**src/exec_pkg.sv**
```systemverilog
// constants shared by the execute slice: fields, opcodes, reset values
// assumes a 12-bit instruction word and an 8-bit data path in one clock domain
package exec_pkg;
    // widths of the data path
    localparam int DATA_W = 8;
    localparam int PC_W = 11;
    localparam int FADDR_W = 5;
    localparam int INSTR_W = 12;
    // instruction word fields
    localparam int OPC_MSB = 11;
    localparam int OPC_LSB = 9;
    localparam int DEST_BIT = 5;
    localparam int FADDR_MSB = 4;
    localparam int LIT_MSB = 7;
    localparam int JUMP_MSB = 8;
    // status register layout
    localparam int NULL_BIT = 2;
    localparam int PAGE_MSB = 6;
    localparam int PAGE_LSB = 5;
    // file address at which the status register is mapped
    localparam logic [4:0] STATUS_ADDR = 5'h03;
    // reset values, and the step of one used by increment and decrement
    localparam logic [7:0] ACC_RST = 8'h00;
    localparam logic [7:0] STATUS_RST = 8'h00;
    localparam logic [10:0] PC_RST = 11'h000;
    localparam logic [7:0] ONE = 8'h01;
    // cycles taken by a taken skip and by a jump
    localparam int SKIP_CYCLES = 2;
    localparam int JUMP_CYCLES = 2;

    // operation classes, held in the top three bits of the word
    typedef enum logic [2:0] {
        OP_NOP = 3'h0,
        OP_DEC_SKIP = 3'h1,
        OP_INC_SKIP = 3'h2,
        OP_JUMP = 3'h3,
        OP_OR_LIT = 3'h4,
        OP_OR_FILE = 3'h5,
        OP_MOVE_TO_FILE = 3'h6,
        OP_RSVD = 3'h7
    } op_type;

    // an all-zero result, used for skips and for the null flag
    function automatic logic is_null(input logic [7:0] value);
        is_null = (value == 8'h00);
    endfunction : is_null
endpackage : exec_pkg

```
**src/alu_if.sv**
```systemverilog
// carrier between the execute control and its arithmetic unit
// assumes both ends sit in the core clock domain
`timescale 1ns/10ps
interface alu_if;
    exec_pkg::op_type op; // operation being executed
    logic [7:0] acc; // accumulator operand
    logic [7:0] file_data; // addressed file register operand
    logic [7:0] literal; // immediate operand
    logic [7:0] result; // computed value
    logic null_flag; // result is all zeros
    logic skip; // skip the prefetched word

    // the unit computes, the control consumes
    modport unit (input op, input acc, input file_data, input literal, output result, output null_flag, output skip);
    modport ctrl (output op, output acc, output file_data, output literal, input result, input null_flag, input skip);
endinterface : alu_if

```
**src/exec_alu.sv**
```systemverilog
// arithmetic unit of the execute slice: purely combinational
// assumes operands are stable for the whole cycle
`timescale 1ns/10ps
module exec_alu (
    // operands in, result out
    alu_if.unit bus
);
    // compute result and skip condition for the current operation
    always_comb
    begin
        bus.skip = 1'b0;
        unique case (bus.op)
            exec_pkg::OP_DEC_SKIP:
            begin
                bus.result = bus.file_data - exec_pkg::ONE;
                bus.skip = exec_pkg::is_null(bus.result);
            end
            exec_pkg::OP_INC_SKIP:
            begin
                bus.result = bus.file_data + exec_pkg::ONE;
                bus.skip = exec_pkg::is_null(bus.result);
            end
            exec_pkg::OP_OR_LIT: bus.result = bus.acc | bus.literal;
            exec_pkg::OP_OR_FILE: bus.result = bus.acc | bus.file_data;
            exec_pkg::OP_MOVE_TO_FILE: bus.result = bus.acc;
            // other classes need no result; pass the file value through
            default: bus.result = bus.file_data;
        endcase
        bus.null_flag = exec_pkg::is_null(bus.result);
    end
endmodule : exec_alu

```
**src/exec_core.sv**
```systemverilog
// execute slice of an 8-bit core: skips, jump, OR forms and accumulator store
// assumes program memory returns instr_i for pc_o within the same cycle
`timescale 1ns/10ps
// How it works
// - decrement file, result to accumulator or file
// - zero after decrement discards prefetched word
// - increment file, result to accumulator or file
// - zero after increment discards word, flags kept
// - jump loads nine bits plus page bits
// - jump takes two cycles, flags untouched
// - OR literal into accumulator, update null flag
// - OR accumulator with file, choose destination
// - store accumulator into file, flags untouched
module exec_core (
    // clock and reset
    input wire logic clk_i,
    input wire logic reset_i,
    // instruction fetch
    input wire logic [11:0] instr_i,
    output logic [10:0] pc_o,
    // architectural state seen by the rest of the core
    output logic [7:0] acc_o,
    output logic [7:0] status_o,
    output logic flushed_o
);
    // architectural and pipeline state
    logic [7:0] acc_reg; // accumulator
    logic [7:0] acc_next;
    logic [7:0] status_reg; // status, mapped into the file space
    logic [7:0] status_next;
    logic [10:0] pc_reg; // fetch address
    logic [10:0] pc_next;
    logic [11:0] fetched_reg; // prefetched word awaiting execution
    logic [11:0] fetched_next;
    logic flush_reg; // the prefetched word is to be run as a no-operation
    logic flush_next;
    // file registers; the status slot is served by status_reg
    logic [7:0] file_mem [0:31];
    // decode and write controls
    exec_pkg::op_type cur_op; // operation executed this cycle
    logic [4:0] faddr; // addressed file register
    logic dest_file; // destination bit: 1 sends the result to the file
    logic [7:0] rd_data; // value read from the file space
    logic file_we; // file write this cycle
    logic [7:0] file_wdata; // data for that write
    logic upd_null; // this operation updates the null flag
    alu_if alu_bus ();

    // arithmetic unit
    exec_alu u_alu (
        .bus(alu_bus.unit)
    );

    // decode the prefetched word; a flushed word becomes a no-operation
    always_comb
    begin
        if (flush_reg)
        begin
            cur_op = exec_pkg::OP_NOP;
        end
        else
        begin
            cur_op = exec_pkg::op_type'(fetched_reg[exec_pkg::OPC_MSB:exec_pkg::OPC_LSB]);
        end
        faddr = fetched_reg[exec_pkg::FADDR_MSB:0];
        dest_file = fetched_reg[exec_pkg::DEST_BIT];
        // status lives at one file address so code can set the page bits
        if (faddr == exec_pkg::STATUS_ADDR)
        begin
            rd_data = status_reg;
        end
        else
        begin
            rd_data = file_mem[faddr];
        end
    end

    // operands to the arithmetic unit
    assign alu_bus.op = cur_op;
    assign alu_bus.acc = acc_reg;
    assign alu_bus.file_data = rd_data;
    assign alu_bus.literal = fetched_reg[exec_pkg::LIT_MSB:0];

    // next state of accumulator, status, fetch address and flush
    always_comb
    begin
        acc_next = acc_reg;
        status_next = status_reg;
        pc_next = pc_reg + 11'h001;
        fetched_next = instr_i;
        flush_next = 1'b0;
        file_we = 1'b0;
        file_wdata = alu_bus.result;
        upd_null = 1'b0;
        unique case (cur_op)
            // both skip forms: destination by the d bit, no flag change
            exec_pkg::OP_DEC_SKIP, exec_pkg::OP_INC_SKIP:
            begin
                if (dest_file)
                begin
                    file_we = 1'b1;
                end
                else
                begin
                    acc_next = alu_bus.result;
                end
                flush_next = alu_bus.skip;
            end
            // jump: the word already fetched is stale and is dropped
            exec_pkg::OP_JUMP:
            begin
                pc_next = {status_reg[exec_pkg::PAGE_MSB:exec_pkg::PAGE_LSB],
                           fetched_reg[exec_pkg::JUMP_MSB:0]};
                flush_next = 1'b1;
            end
            exec_pkg::OP_OR_LIT:
            begin
                acc_next = alu_bus.result;
                upd_null = 1'b1;
            end
            exec_pkg::OP_OR_FILE:
            begin
                if (dest_file)
                begin
                    file_we = 1'b1;
                end
                else
                begin
                    acc_next = alu_bus.result;
                end
                upd_null = 1'b1;
            end
            exec_pkg::OP_MOVE_TO_FILE:
            begin
                file_we = 1'b1;
            end
            // no-operation and the spare code change nothing
            default:
            begin
                upd_null = 1'b0;
            end
        endcase
        // a write to the status slot lands first; the flag update wins over it
        if (file_we && (faddr == exec_pkg::STATUS_ADDR))
        begin
            status_next = file_wdata;
        end
        if (upd_null)
        begin
            status_next[exec_pkg::NULL_BIT] = alu_bus.null_flag;
        end
    end

    // register the control state
    always_ff @(posedge clk_i)
    begin
        if (reset_i)
        begin
            acc_reg <= exec_pkg::ACC_RST;
            status_reg <= exec_pkg::STATUS_RST;
            pc_reg <= exec_pkg::PC_RST;
            fetched_reg <= 12'h000;
            // nothing valid was prefetched before reset, so run one empty cycle
            flush_reg <= 1'b1;
        end
        else
        begin
            acc_reg <= acc_next;
            status_reg <= status_next;
            pc_reg <= pc_next;
            fetched_reg <= fetched_next;
            flush_reg <= flush_next;
        end
    end

    // file array write; not reset, software initialises it
    always_ff @(posedge clk_i)
    begin
        if (file_we && (faddr != exec_pkg::STATUS_ADDR))
        begin
            file_mem[faddr] <= file_wdata;
        end
    end

    // outputs straight from flip-flops
    assign pc_o = pc_reg;
    assign acc_o = acc_reg;
    assign status_o = status_reg;
    assign flushed_o = flush_reg;

    a_dec_to_acc: assert property (@(posedge clk_i) disable iff (reset_i)
        (cur_op == exec_pkg::OP_DEC_SKIP) && !dest_file |=> acc_reg == ($past(rd_data) - 8'h01))
        else $error("decrement result not in accumulator");
    a_dec_skip_two: assert property (@(posedge clk_i) disable iff (reset_i)
        (cur_op == exec_pkg::OP_DEC_SKIP) && (rd_data == 8'h01) |=> flush_reg ##1 !flush_reg)
        else $error("decrement to zero did not skip exactly one word");
    a_inc_skip_flags: assert property (@(posedge clk_i) disable iff (reset_i)
        (cur_op == exec_pkg::OP_INC_SKIP) && (rd_data == 8'hFF) && (faddr != exec_pkg::STATUS_ADDR)
        |=> flush_reg && $stable(status_reg))
        else $error("increment to zero did not skip or changed status");
    a_inc_to_acc: assert property (@(posedge clk_i) disable iff (reset_i)
        (cur_op == exec_pkg::OP_INC_SKIP) && !dest_file && (rd_data != 8'hFF) |=> !flush_reg
        && acc_reg == ($past(rd_data) + 8'h01))
        else $error("increment result or skip wrong");
    a_jump_target: assert property (@(posedge clk_i) disable iff (reset_i)
        (cur_op == exec_pkg::OP_JUMP) |=> pc_reg == {$past(status_reg[6:5]), $past(fetched_reg[8:0])})
        else $error("jump target wrong");
    a_jump_two_cycles: assert property (@(posedge clk_i) disable iff (reset_i)
        (cur_op == exec_pkg::OP_JUMP) |=> flush_reg && $stable(status_reg) ##1 !flush_reg)
        else $error("jump not two cycles or touched status");
    a_or_literal: assert property (@(posedge clk_i) disable iff (reset_i)
        (cur_op == exec_pkg::OP_OR_LIT) |=> acc_reg == ($past(acc_reg) | $past(fetched_reg[7:0]))
        && status_reg[2] == (acc_reg == 8'h00))
        else $error("literal OR result or null flag wrong");
    a_or_file_null: assert property (@(posedge clk_i) disable iff (reset_i)
        (cur_op == exec_pkg::OP_OR_FILE) |=> status_reg[2] == (($past(acc_reg) | $past(rd_data)) == 8'h00))
        else $error("file OR null flag wrong");
    // looks at the array itself, so a lost or misaddressed write is caught, not just the write data
    a_move_store: assert property (@(posedge clk_i) disable iff (reset_i)
        (cur_op == exec_pkg::OP_MOVE_TO_FILE) && (faddr != exec_pkg::STATUS_ADDR)
        |=> (file_mem[$past(faddr)] == $past(acc_reg)) && $stable(status_reg))
        else $error("accumulator store wrong or touched status");
    a_null_exact: assert property (@(posedge clk_i) disable iff (reset_i)
        upd_null |=> status_reg[2] != $past(|alu_bus.result))
        else $error("null flag does not match result");
endmodule : exec_core

```
**config.mk**
```make
export PLATFORM = sky130hd
export DESIGN_NAME = exec_core
export DESIGN_NICKNAME = d
export VERILOG_FILES = /design/src/exec_pkg.sv /design/src/alu_if.sv /design/src/exec_alu.sv /design/src/exec_core.sv
export SDC_FILE = /design/constraint.sdc
export NUM_CORES = 1
export LEC_CHECK = 0
export BUFFER_PORTS_ARGS = -buffer_cell sky130_fd_sc_hd__buf_2
export CAP_MARGIN = 10
export CORE_MARGIN = 3
export CORE_UTILIZATION = 55
export DETAILED_ROUTE_END_ITERATION = 8
export PLACE_DENSITY_LB_ADDON = 0.1
export SYNTH_ARGS = -nofsm -noshare
export SYNTH_HDL_FRONTEND = slang
export SYNTH_HIERARCHICAL = 1
export SYNTH_SLANG_ARGS = --single-unit
```
**constraint.sdc**
```tcl
create_clock -name clk_i -period 6.25 [get_ports clk_i]
set_clock_uncertainty 0.05 [all_clocks]
set_input_delay 0.625 -clock clk_i [delete_from_list [all_inputs] [get_ports clk_i]]
set_output_delay 0.625 -clock clk_i [all_outputs]
set_load 0.02 [all_outputs]
```
Word-level counts from Yosys, hierarchy flattened. Memories as Yosys holds them, arrays and structs flattened. A register that Yosys moved wholly into a read port is not among the register bits. Index checks and enable logic that the tools add are counted.

Memories kept: 1. Memory bits (writable): 256. Word-level logic and storage cells: 48. Bits in registers: 40. Output and inout port bits: 28.

Memory list: file_mem (depth 32, width 8, rd ports 1, clocked after memory_dff 1, wr ports 1, line exec_core.sv:38) `logic [7:0] file_mem [0:31];`.

Bitwise operators: 2. Reduce and logical (&&, ||, !) cells: 11. $add $sub $neg: 3. Multiplexer cells: 16. Eq/ne operators: 9.

Operator list (number): $pmux W8 S5 (1); $logic_not A8 Y1 (3); $mux W8 (2); $or A8 B8 Y8 (2); $pmux W8 S2 (1); $add A11 B1 Y11 const B (1); $mux W11 (1); $eq A3 B3 Y1 const B (3); $add A8 B1 Y8 const B (1); $sub A8 B1 Y8 const B (1); $eq A3 B2 Y1 const B (2); $mux W3 (2); $pmux W1 S2 (3); $eq A5 B2 Y1 const B (1); $mux W1 (5); $mux W5 (1); $ne A5 B2 Y1 const B (1); $reduce_bool A2 Y1 (2); $reduce_or A2 Y1 (2); $eq A3 B1 Y1 const B (1); $reduce_or A3 Y1 (1); $logic_and A1 B1 Y1 (2); $ne A2 B2 Y1 const B (1); $reduce_and A2 Y1 (1).

Longest topological paths before layout. Gate-level depths: netlist of the first run.

Word-level depth: 7. Gate-level depth with buffers: 19. Depth with buffers taken out: 15.

Hierarchy. Netlist of the first run, hierarchy kept.

Modules (own cells, without submodules): exec_core (cells an instance 689, times used 1, area an instance 11593.6 µm², seq. area each 8338.0 µm²); exec_alu (cells an instance 153, times used 1, area an instance 924.6 µm², seq. area each 0.0 µm²).

Least setup slack after synthesis of the first run. No wires, ideal clock.

Kind: register to register. From: reg fetched_reg[0]. To: reg status_reg[2] (netlist: status_o[2]). Arrival time: 4.196 ns. Period minus slack after synthesis: 4.379 ns. Cell stages (with the launch flop): 18. Data required time: 6.067 ns. Setup slack: 1.871 ns. Path through: dfxtp_1 buf_6 buf_6 buf_4 mux4_2 a32oi_1 a31oi_1 buf_2 inv_1 ha_1 nand2b_1 nor4_1 o21a_1 o32a_1 a2bb2oi_1 nor4_2 nor2_1 a211oi_2.

Longest elaborated chain between the ends: 6. Elaborated cells between the ends (all ways): 12. Classes of those cells: add/sub: 2; eq/ne: 1; mux: 4; bitwise: 2; reduce/logical: 3.

RTL lines: start, declared (line exec_core.sv:33) `logic [11:0] fetched_reg;`; start signal, assigned (line exec_core.sv:171) `fetched_reg <= fetched_next;`; $eq A5 B2 Y1 * (line exec_core.sv:68) `if (faddr == exec_pkg::STATUS_ADDR)`; $mux W8 * (line exec_core.sv:68); net alu_bus.file_data[1] (line alu_if.sv:7) `logic [7:0] file_data;`; $add A8 B1 Y8 (tied with other cells) (line exec_alu.sv:20) `bus.result = bus.file_data + exec_pkg::ONE;`; $pmux W8 S5 * (line exec_alu.sv:12) `unique case (bus.op)`; $logic_not A8 Y1 * (line exec_pkg.sv:45) `is_null = (value == 8'h00);`; net alu_bus.null_flag (line alu_if.sv:10) `logic null_flag;`; $mux W1 * (line exec_core.sv:148) `if (upd_null)`; end signal, assigned (line exec_core.sv:160) `status_reg <= exec_pkg::STATUS_RST;`; end signal, assigned (line exec_core.sv:169) `status_reg <= status_next;`; end, declared (line exec_core.sv:29) `logic [7:0] status_reg;`.

Mark *: on every way through the listed nets, which the timed path passes. The rest lies on a longest branch. The select of a mux whose other input is x is not followed. A chain may end at the register's enable or synchronous reset.

Worst setup path after layout of the first run.
From: reg fetched_reg[4]. To: mem file_mem[28][6] (data pin).

Longest elaborated chain between the ends: 4. Elaborated cells between the ends (all ways): 6. Classes of those cells: add/sub: 2; eq/ne: 1; mux: 2; bitwise: 1.

RTL lines (line): $eq A5 B2 Y1 * (exec_core.sv:68); $mux W8 * (exec_core.sv:68); net alu_bus.file_data[1] (alu_if.sv:7); $add A8 B1 Y8 or $sub A8 B1 Y8 (tied branches) (exec_alu.sv:20, exec_alu.sv:15); $pmux W8 S5 * (exec_alu.sv:12); end, declared (exec_core.sv:38).

Mark *: on every way through the listed nets, which the timed path passes. The rest lies on a longest branch.

==> results of run 1 <==
[worst min path at each step]
stage / to / slack, ns
after floorplan: pc_o[8]$_SDFF_PP0_ / 0.41
after global placement: pc_o[8]$_SDFF_PP0_ / 0.44
after detailed placement: pc_o[8]$_SDFF_PP0_ / 0.45
after CTS: fetched_reg[9]$_SDFF_PP0_ / 0.22
after global routing: fetched_reg[5]$_SDFF_PP0_ / 0.26
final: fetched_reg[5]$_SDFF_PP0_ / 0.25
[logic make-up (layout without fill, tap and decap cells)]
kind of cell	count (synthesis)	count (layout)
buf+inv	66	131
compound gates	127	127
simple gates	235	235
mux	102	102
fa+ha+maj	6	6
flops	291	291
other cells	1	3
xor+xnor	14	14
[cell type report]
cell class / count / area, sq um
Clock buffer: 37 / 777
Clock inverter: 17 / 196
Fill cell: 1615 / 8120
Inverter: 14 / 52.6
Multi-Input combinational cell: 487 / 3880
Sequential cell: 291 / 8350
Tap cell: 280 / 350
Timing Repair Buffer: 63 / 370
[report_power, final]
group | switching (mW) | internal, mW | total, mW | leakage [nW]
clock | 0.715 | 1.04 | 1.76 | 0.470
sequential | 0.0304 | 2.20 | 2.23 | 2.60
combinational | 0.292 | 0.129 | 0.421 | 1.52
[stage by stage]
stage	cells	cell area [sq um]
after CTS	1189	14000
after floorplan	844	12500
after global placement	1135	13000
after global routing	1189	14000
final	1189	14000
after detailed placement	1135	13000
[routing by layer]
layer	part of all wire, %	track usage [%]	vias to the layer above
li1	-	-	3370
met1	42	38.0	3851
met2	48	42.0	345
met3	7.5	4.29	63
met4	2.8	7.67	0
met5	0	0	-
[synthesized netlist by cell type (all sizes together) (6+ instances only)]
cell type	number
clkbuf	18
o22ai	17
nor2	97
dfxtp	40
nand4	10
nand3b	6
nor2b	28
a21oi	17
buf	34
nor3	9
mux2	8
nand2b	12
nand2	27
and3	8
nand3	18
a211oi	16
mux4	41
mux2i	53
edfxtp	251
a31oi	6
xor2	7
inv	13
xnor2	7
o21ai	19
==> results.py, run 1 <==
metrics = {
    "route": {
        "vias": 7629,
        "wirelength_microns": 31800,
        "via_per_inst": 6.42,
        "drtPass1Iterations": 5,
        "drt_iter0_drc": 1041,
        "wl_per_cell_microns": 26.8,
        "drc_errors": 0,
        "detail-route-antenna-nets": 0,
    },
    "critical_path": {
        "critPathBufInv": 2,
        "r2r_slack_ns": 1.07,
        "r2r_start": "fetched_reg[4]$_SDFF_PP0_",
        "critPathLaunchType": "flip-flop",
        "crit_type": "reg -> reg",
        "crit_start": "fetched_reg[4]$_SDFF_PP0_",
        "cp-end-kind": "flip-flop",
        "cpLargestDelayFamily": "compound AO/OA/AOI/OAI gates",
        "worstPathArrival_ns": 5.49,
        "critPathCapture": "file_mem[28][6]$_DFFE_PP_",
        "rr_worst_depth": 12,
        "crit_slowest_cell": "a31oi_1",
        "max_stage_delay_ns": 0.86,
        "cp_max_fo": 33,
        "cp.depth": 12,
        "crit_top_cell": "buf_4",
        "timing.rr.end": "file_mem[28][6]$_DFFE_PP_",
        "critical_path.cell_chain": "buf_4 > mux4_2 > nor2b_1 > a211oi_1 > a31oi_1 > ha_1 > and3_1 > nand3_1 > xor2_1 > a211o_1 > a2bb2oi_2 > buf_4",
        "worstPathRequired_ns": 6.55,
    },
    "clock_tree": {
        "cts.path.max_buffers": 3,
        "cts_hold_buf": 0,
        "cts_tree": "built",
        "cts.sinks": 291,
        "cts.repair.resized": 0,
        "worstSkewPairLatency_ns": 0.56,
        "post_cts_buffers": 0,
        "clk_pin_slew_worst_paths_ns": 0.06,
        "cts-buffers-inserted": 30,
        "htree_levels": 1,
        "clockRootBuffer": "clkbuf_16",
    },
    "hold_path": {
        "hold_start": "instr_i[5]",
        "holdPathStages": 2,
        "hp-class": "in -> reg",
    },
    "sta": {
        "tightest_slew_ns": 1.16,
        "timing.final.crit_share_pct": 82.9,
        "setup_violations": 0,
        "relSlewSlack_pct": 22.3,
        "min_period_ns": 5.18,
        "layout_setup_ws_ns": 1.07,
        "finalMaxSlewViolations": 0,
        "fmax_mhz": 193,
        "tns_ns": 0,
        "rsz0062_at_grt": "false",
        "hold_slack_ns": 0.247,
        "hold_viol": 0,
    },
    "power_and_ir_drop": {
        "power_leakage_nw": 4.59,
        "total_power_mw": 4.41,
        "ir_worst_vdd_mv": 0.234,
        "p_per_area_nw_per_um2": 316,
    },
    "synth": {
        "yosysTopAreaCell": "edfxtp_1",
        "synth-adder-area-share_pct": 0.580,
        "ys_seq_elements": 291,
        "synth_top_area_share_pct": 60.2,
        "synthSimpleGateAreaFrac_pct": 9.55,
        "synth_enable_flop_cells": 251,
        "syn_avg_cell_area_sq_um": 14.9,
        "async_reset_ff_share_pct": 0,
        "synth_cells": 842,
        "synth_compound_area_share_pct": 7.31,
        "synth_cell_types": 73,
        "yosys-top-cells-area": "edfxtp_1 (60%), mux4_2 (7.0%), dfxtp_1 (6.4%), mux2i_1 (4.2%), nor2_1 (2.9%)",
        "synth_top_family_by_area": "multiplexers",
        "seq_area_frac_synth_pct": 66.6,
        "synth-xor-area-share_pct": 0.980,
        "muxShareOfSynthArea_pct": 12.4,
        "ys.flop_type": "edfxtp_1",
        "yosys_warnings": 6,
        "netlist_area_sq_um": 12500,
    },
    "finish": {
        "syn2layout_area_growth_pct": 11.6,
        "drive_above_1_share_pct": 18.8,
        "largest_reg_flops": 251,
        "final_common_cell": "edfxtp_1",
        "finalNetCount": 906,
        "post-route-util_pct": 63.3,
        "n_antenna_cell": 0,
        "mostFrequentLayoutCells": "edfxtp_1 (251), nor2_1 (96), mux2i_1 (53)",
    },
    "grt": {
        "grt_pass1_vias": 7482,
        "grt_pass1_wl_microns": 47900,
        "grt_max_degree": 52,
        "antenna_found_initial": 0,
        "overflow": 0,
        "track_usage_pct": 26.3,
    },
    "die": {
        "io_pins": 42,
        "die_width_microns": 157,
        "rows": 54,
        "die_h_microns": 157,
        "core_sq_um": 22100,
        "die-area_sq_um": 24600,
        "start_util_pct": 56.7,
    },
    "status": {
        "status": "completed",
    },
    "place": {
        "gp_congestion": 0.891,
        "hpwl_microns": 21100,
        "dp_slack_ns": 1.27,
        "port_buffers": 41,
    },
    "flow_run": {
        "maxCapViolCount": 0,
    },
}
Power figures use the tool's default switching activity.
==> run 2, diff against run 1 <==
Clock period 6.25 ns to 4.8 ns, I/O delays scaled along.
==> run 2 against run 1 <==
Effect of this change: clock-buffer cell count decreased by 4; maximum frequency up 20%; global-route usage rose by 0.39 points; critical path depth is the same; critical path type unchanged; largest cell class unchanged.
==> results.py, run 2 (synthesis results as in run 1) <==
metrics = {
    "die": {
        "start_util_pct": 56.7,
        "core_sq_um": 22100,
        "die-area_sq_um": 24600,
        "io_pins": 42,
        "die_h_microns": 157,
        "rows": 54,
        "die_width_microns": 157,
    },
    "hold_path": {
        "hold_path_end": "fetched_reg[5]$_SDFF_PP0_",
        "hp-class": "in -> reg",
        "holdPathStages": 2,
        "hold_start": "instr_i[5]",
    },
    "route": {
        "drt_iter0_drc": 834,
        "wl_per_cell_microns": 26.8,
        "drtPass1Iterations": 6,
        "wirelength_microns": 32300,
        "drc_errors": 0,
        "vias": 7585,
        "via_per_inst": 6.30,
        "detail-route-antenna-nets": 0,
    },
    "clock_tree": {
        "clockRootBuffer": "clkbuf_16",
        "cts.path.max_buffers": 3,
        "cts.repair.resized": 0,
        "htree_levels": 1,
        "cts-buffers-inserted": 29,
        "cts_hold_buf": 0,
        "post_cts_buffers": 0,
        "clk_pin_slew_worst_paths_ns": 0.06,
        "cts.sinks": 291,
        "cts_tree": "built",
        "worstSkewPairLatency_ns": 0.55,
    },
    "finish": {
        "drive_above_1_share_pct": 20.2,
        "mostFrequentLayoutCells": "edfxtp_1 (251), nor2_1 (96), mux2i_1 (53)",
        "n_antenna_cell": 0,
        "design_area_sq_um": 14100,
        "finalNetCount": 920,
        "largest_reg_flops": 251,
        "syn2layout_area_growth_pct": 12.4,
        "final_common_cell": "edfxtp_1",
        "fillerInstances": 1681,
    },
    "sta": {
        "min_period_ns": 4.31,
        "finalMaxSlewViolations": 0,
        "setup_violations": 0,
        "tns_ns": 0,
        "relSlewSlack_pct": 20.8,
        "tightest_slew_ns": 1.19,
        "rsz0062_at_grt": "false",
        "timing.final.crit_share_pct": 89.9,
        "fmax_mhz": 232,
        "hold_viol": 0,
    },
    "critical_path": {
        "timing.rr.end": "status_o[2]$_SDFFE_PP0P_",
        "rr_worst_depth": 12,
        "cp-end-kind": "flip-flop",
        "critPathLaunchType": "flip-flop",
        "crit_type": "reg -> reg",
        "cp_max_fo": 28,
        "r2r_start": "fetched_reg[1]$_SDFF_PP0_",
        "r2r_slack_ns": 0.49,
        "worstPathRequired_ns": 5.21,
        "worstPathArrival_ns": 4.73,
    },
    "place": {
        "port_buffers": 41,
        "gp_congestion": 0.933,
        "placed_area_sq_um": 13100,
        "hpwl_microns": 22200,
    },
    "grt": {
        "grt_pass1_vias": 7580,
        "grt_pass1_wl_microns": 48700,
        "antenna_found_initial": 0,
        "track_usage_pct": 26.7,
        "grt_max_degree": 41,
        "overflow": 0,
    },
    "power_and_ir_drop": {
        "power.internal_mw": 4.33,
        "p_clk_share_pct": 39.1,
        "ir_worst_vdd_mv": 0.348,
        "power.net_switching_mw": 1.38,
        "p_sw_share_pct": 24.1,
        "combPwrFrac_pct": 10.1,
        "power_leakage_nw": 4.66,
        "p_per_area_nw_per_um2": 406,
        "seqPwrFrac_pct": 50.8,
    },
    "status": {
        "status": "completed",
    },
    "flow_run": {
        "maxCapViolCount": 0,
    },
}
run 2: cell count changes in the layout (fill, tap and decap cells not counted):
cell        before  now
buf_12           0    1
buf_4           22   36
bufinv_16        4    3
clkbuf_1         7    4
clkbuf_16       30   29
clkinv_1         6    8
clkinv_2         4    6
clkinv_4         0    2
clkinv_8         1    0
clkinvlp_2       1    0
inv_16           0    1
run 2: how the worst max path moves through the flow:
stage                                   start                        to  slack, ns  cells after the start
floorplan           fetched_reg[0]$_SDFF_PP0_  status_o[2]$_SDFFE_PP0P_       0.42                     17
global placement    fetched_reg[0]$_SDFF_PP0_  status_o[2]$_SDFFE_PP0P_       0.54                     12
detailed placement  fetched_reg[1]$_SDFF_PP0_  status_o[2]$_SDFFE_PP0P_       0.53                     12
CTS                 fetched_reg[1]$_SDFF_PP0_  status_o[2]$_SDFFE_PP0P_       0.49                     12
global route        fetched_reg[0]$_SDFF_PP0_  status_o[6]$_SDFFE_PP0P_       0.25                     14
finish              fetched_reg[1]$_SDFF_PP0_  status_o[2]$_SDFFE_PP0P_       0.49                     12
run 2: worst max-delay path, cell delays in order (launching register included):
cell	delay, ns
dfxtp_4	0.66
buf_4	0.37
mux4_2	0.42
a22oi_1	0.18
o211ai_1	0.12
o22a_1	0.37
ha_1	0.33
and3_1	0.18
o21ai_0	0.12
o21ai_0	0.16
o21ai_2	0.75
mux2i_1	0.23
a211oi_2	0.25
run 2: power by group through the flow:
stage / clock network (mW) / registers [mW] / logic, mW
after floorplan: 0 / 2.95 / 0.345
after global placement: 0 / 2.95 / 0.566
after detailed placement: 0 / 2.96 / 0.572
after CTS: 2.26 / 2.90 / 0.573
after global routing: 2.36 / 2.90 / 0.621
final: 2.23 / 2.90 / 0.576
run 2: metal layers:
layer | track usage (%) | vias to the layer above | share of wire (%)
met4 | 4.96 | 0 | 1.8
met1 | 39.3 | 3849 | 43
met3 | 3.13 | 38 | 6.8
met2 | 44.1 | 310 | 48
met5 | 0 | - | 0
li1 | - | 3388 | -
run 2: area by class of cell:
cell class              count  area (sq um)  area share [%]
well taps                 280           350            2.49
inverters                  14          52.6           0.374
repair buffers             78           495            3.52
clock inverters            21           200            1.42
multi-input cells         487          3880            27.6
clock buffers              33           741            5.27
flip-flops and latches    291          8350            59.3
run 2: through the flow:
step / utilization, % / hold slack [ns] / power [mW] / setup slack (ns) / cells
floorplan: - / 0.414 / 3.29 / 0.421 / 844
global placement: 59.4 / 0.441 / 3.52 / 0.539 / 1150
detailed placement: 59.4 / 0.436 / 3.53 / 0.527 / 1150
CTS: 63.7 / 0.0889 / 5.73 / 0.485 / 1204
global route: 63.7 / 0.105 / 5.89 / 0.255 / 1204
finish: 63.7 / 0.0992 / 5.71 / 0.485 / 1204
==> run 3, diff against run 2 <==
Settings changed: GPL_TIMING_DRIVEN from default to 0.
==> run 3 against run 2 <==
Effect of this change: the flow now finishes with violations (capacitance limit, slew limit, setup timing); worst setup slack got worse by 0.57 ns; critical path type unchanged; final cell count increased by 2.2%; routed wire length increased by 11%; register-to-register slack got worse by 0.57 ns; sequential power about the same.
==> results.py, run 3 (synthesis results as in run 1) <==
metrics = {
    "place": {
        "gp_congestion": 0.937,
        "port_buffers": 40,
        "placed_area_sq_um": 13200,
        "hpwl_microns": 22900,
    },
    "grt": {
        "overflow": 0,
        "antenna_found_initial": 0,
        "grt_pass1_wl_microns": 51100,
        "grt_pass1_vias": 7915,
        "track_usage_pct": 28.6,
        "grt_max_degree": 36,
    },
    "power_and_ir_drop": {
        "power.net_switching_mw": 1.44,
        "p_sw_share_pct": 24.9,
        "p_clk_share_pct": 37.8,
        "p_per_area_nw_per_um2": 403,
        "combPwrFrac_pct": 12.2,
        "ir_worst_vdd_mv": 0.293,
        "power_leakage_nw": 4.73,
        "power.internal_mw": 4.33,
        "seqPwrFrac_pct": 50.0,
    },
    "clock_tree": {
        "cts.sinks": 291,
        "clockRootBuffer": "clkbuf_16",
        "cts.path.max_buffers": 3,
        "cts_tree": "built",
        "clk_pin_slew_worst_paths_ns": 0.06,
        "cts-buffers-inserted": 30,
        "htree_levels": 1,
        "worstSkewPairLatency_ns": 0.57,
    },
    "route": {
        "detail-route-antenna-nets": 0,
        "drtPass1Iterations": 5,
        "drt_iter0_drc": 1115,
        "drc_errors": 0,
        "wirelength_microns": 35800,
        "vias": 8135,
        "via_per_inst": 6.61,
        "wl_per_cell_microns": 29.1,
    },
    "sta": {
        "hold_viol": 0,
        "layout_setup_ws_ns": -0.0804,
        "setup_violations": 1,
        "tightest_slew_ns": 1.50,
        "rsz0062_at_grt": "true",
        "timing.final.crit_share_pct": 102,
        "finalMaxSlewViolations": 5,
        "fmax_mhz": 205,
        "relSlewSlack_pct": -1.39,
        "min_period_ns": 4.88,
    },
    "finish": {
        "post-route-util_pct": 64.8,
        "final_common_cell": "edfxtp_1",
        "syn2layout_area_growth_pct": 14.4,
        "design_area_sq_um": 14300,
        "drive_above_1_share_pct": 21.1,
        "finalNetCount": 949,
        "largest_reg_flops": 251,
        "mostFrequentLayoutCells": "edfxtp_1 (251), nor2_1 (95), buf_2 (57)",
        "n_antenna_cell": 0,
    },
    "die": {
        "die-area_sq_um": 24600,
        "io_pins": 42,
        "start_util_pct": 56.7,
        "die_width_microns": 157,
        "die_h_microns": 157,
        "rows": 54,
        "core_sq_um": 22100,
    },
    "flow_run": {
        "maxCapViolCount": 1,
    },
    "critical_path": {
        "r2r_slack_ns": -0.08,
        "timing.rr.end": "status_o[2]$_SDFFE_PP0P_",
        "critPathCapture": "status_o[2]$_SDFFE_PP0P_",
        "critPathLaunchType": "flip-flop",
        "worstPathRequired_ns": 5.24,
        "cp_max_fo": 35,
        "crit_type": "reg -> reg",
        "crit_start": "fetched_reg[1]$_SDFF_PP0_",
        "worstPathArrival_ns": 5.32,
        "cp-end-kind": "flip-flop",
        "rr_worst_depth": 14,
        "r2r_start": "fetched_reg[1]$_SDFF_PP0_",
    },
    "status": {
        "violations": "capacitance limit, slew limit, setup timing",
        "status": "finished, violations left",
    },
    "hold_path": {
        "hp-class": "in -> reg",
    },
}
## run 3: worst min-delay path by stage
stage                                    startpoint                   endpoint  slack, ns  depth (start not counted)
after floorplan           fetched_reg[8]$_SDFF_PP0_         pc_o[8]$_SDFF_PP0_       0.41                          2
after global placement    fetched_reg[8]$_SDFF_PP0_         pc_o[8]$_SDFF_PP0_       0.44                          2
after detailed placement  fetched_reg[8]$_SDFF_PP0_         pc_o[8]$_SDFF_PP0_       0.46                          2
after CTS                                instr_i[0]  fetched_reg[0]$_SDFF_PP0_       0.07                          2
after global routing                     instr_i[3]  fetched_reg[3]$_SDFF_PP0_       0.09                          2
final                                    instr_i[3]  fetched_reg[3]$_SDFF_PP0_       0.08                          2
## run 3: what timing repair did
action | in CTS | in global routing
endpoints found under the setup margin | 102 | 119
hold buffers | 0 | 0
setup buffers | 2 | 6
pin swaps | 0 | 1
cloned | 2 | 2
resized for setup | 10 | 15
## run 3: through the flow
stage          power [mW]  setup TNS [ns]  std cells  hold slack [ns]  setup slack (ns)
6_report             5.77         -0.0804       1230           0.0798           -0.0804
3_3_place_gp         3.51         -204.16       1164            0.440             -2.59
2_1_floorplan        3.29               0        844            0.414             0.421
5_1_grt              5.94         -0.0802       1230           0.0914           -0.0802
4_1_cts              5.72         -0.0665       1221           0.0669           -0.0665
3_5_place_dp         3.54          -18.78       1165            0.461            -0.280
## run 3: area by class of cell
class                      count  area (sq um)
timing repair inverter         1          7.51
inverter                      14          56.3
clock buffer                  34           766
clock inverter                18           155
buffer                        52           277
sequential                   291          8340
tap                          280           350
fill                        1592          7770
timing repair buffer          50           328
multi-input combinational    490          4040
## run 3: routing by layer
metal	wire, microns	GRT usage (%)
met1	13700	39.5
met2	16800	45.1
met3	3910	6.36
met4	1420	10.3
met5	0	0.397
## run 3: critical path, stage by stage, from the launching register on
cell and delay, ns:
dfxtp_1 0.36, buf_4 0.31, buf_4 0.31, buf_4 0.29
mux4_2 0.39, a221oi_1 0.70, a21oi_2 0.27, or3_4 0.45
o311ai_2 0.23, nand2_1 0.10, o32a_4 0.54, a311o_1 0.37
nor4_2 0.14, nor2_1 0.08, a211oi_2 0.18
## run 3: power by group through the flow
stage / combinational [mW] / clock, mW / sequential, mW
floorplan: 0.345 / 0 / 2.95
global placement: 0.563 / 0 / 2.95
detailed placement: 0.598 / 0 / 2.94
CTS: 0.628 / 2.21 / 2.89
global route: 0.735 / 2.32 / 2.89
finish: 0.703 / 2.18 / 2.89
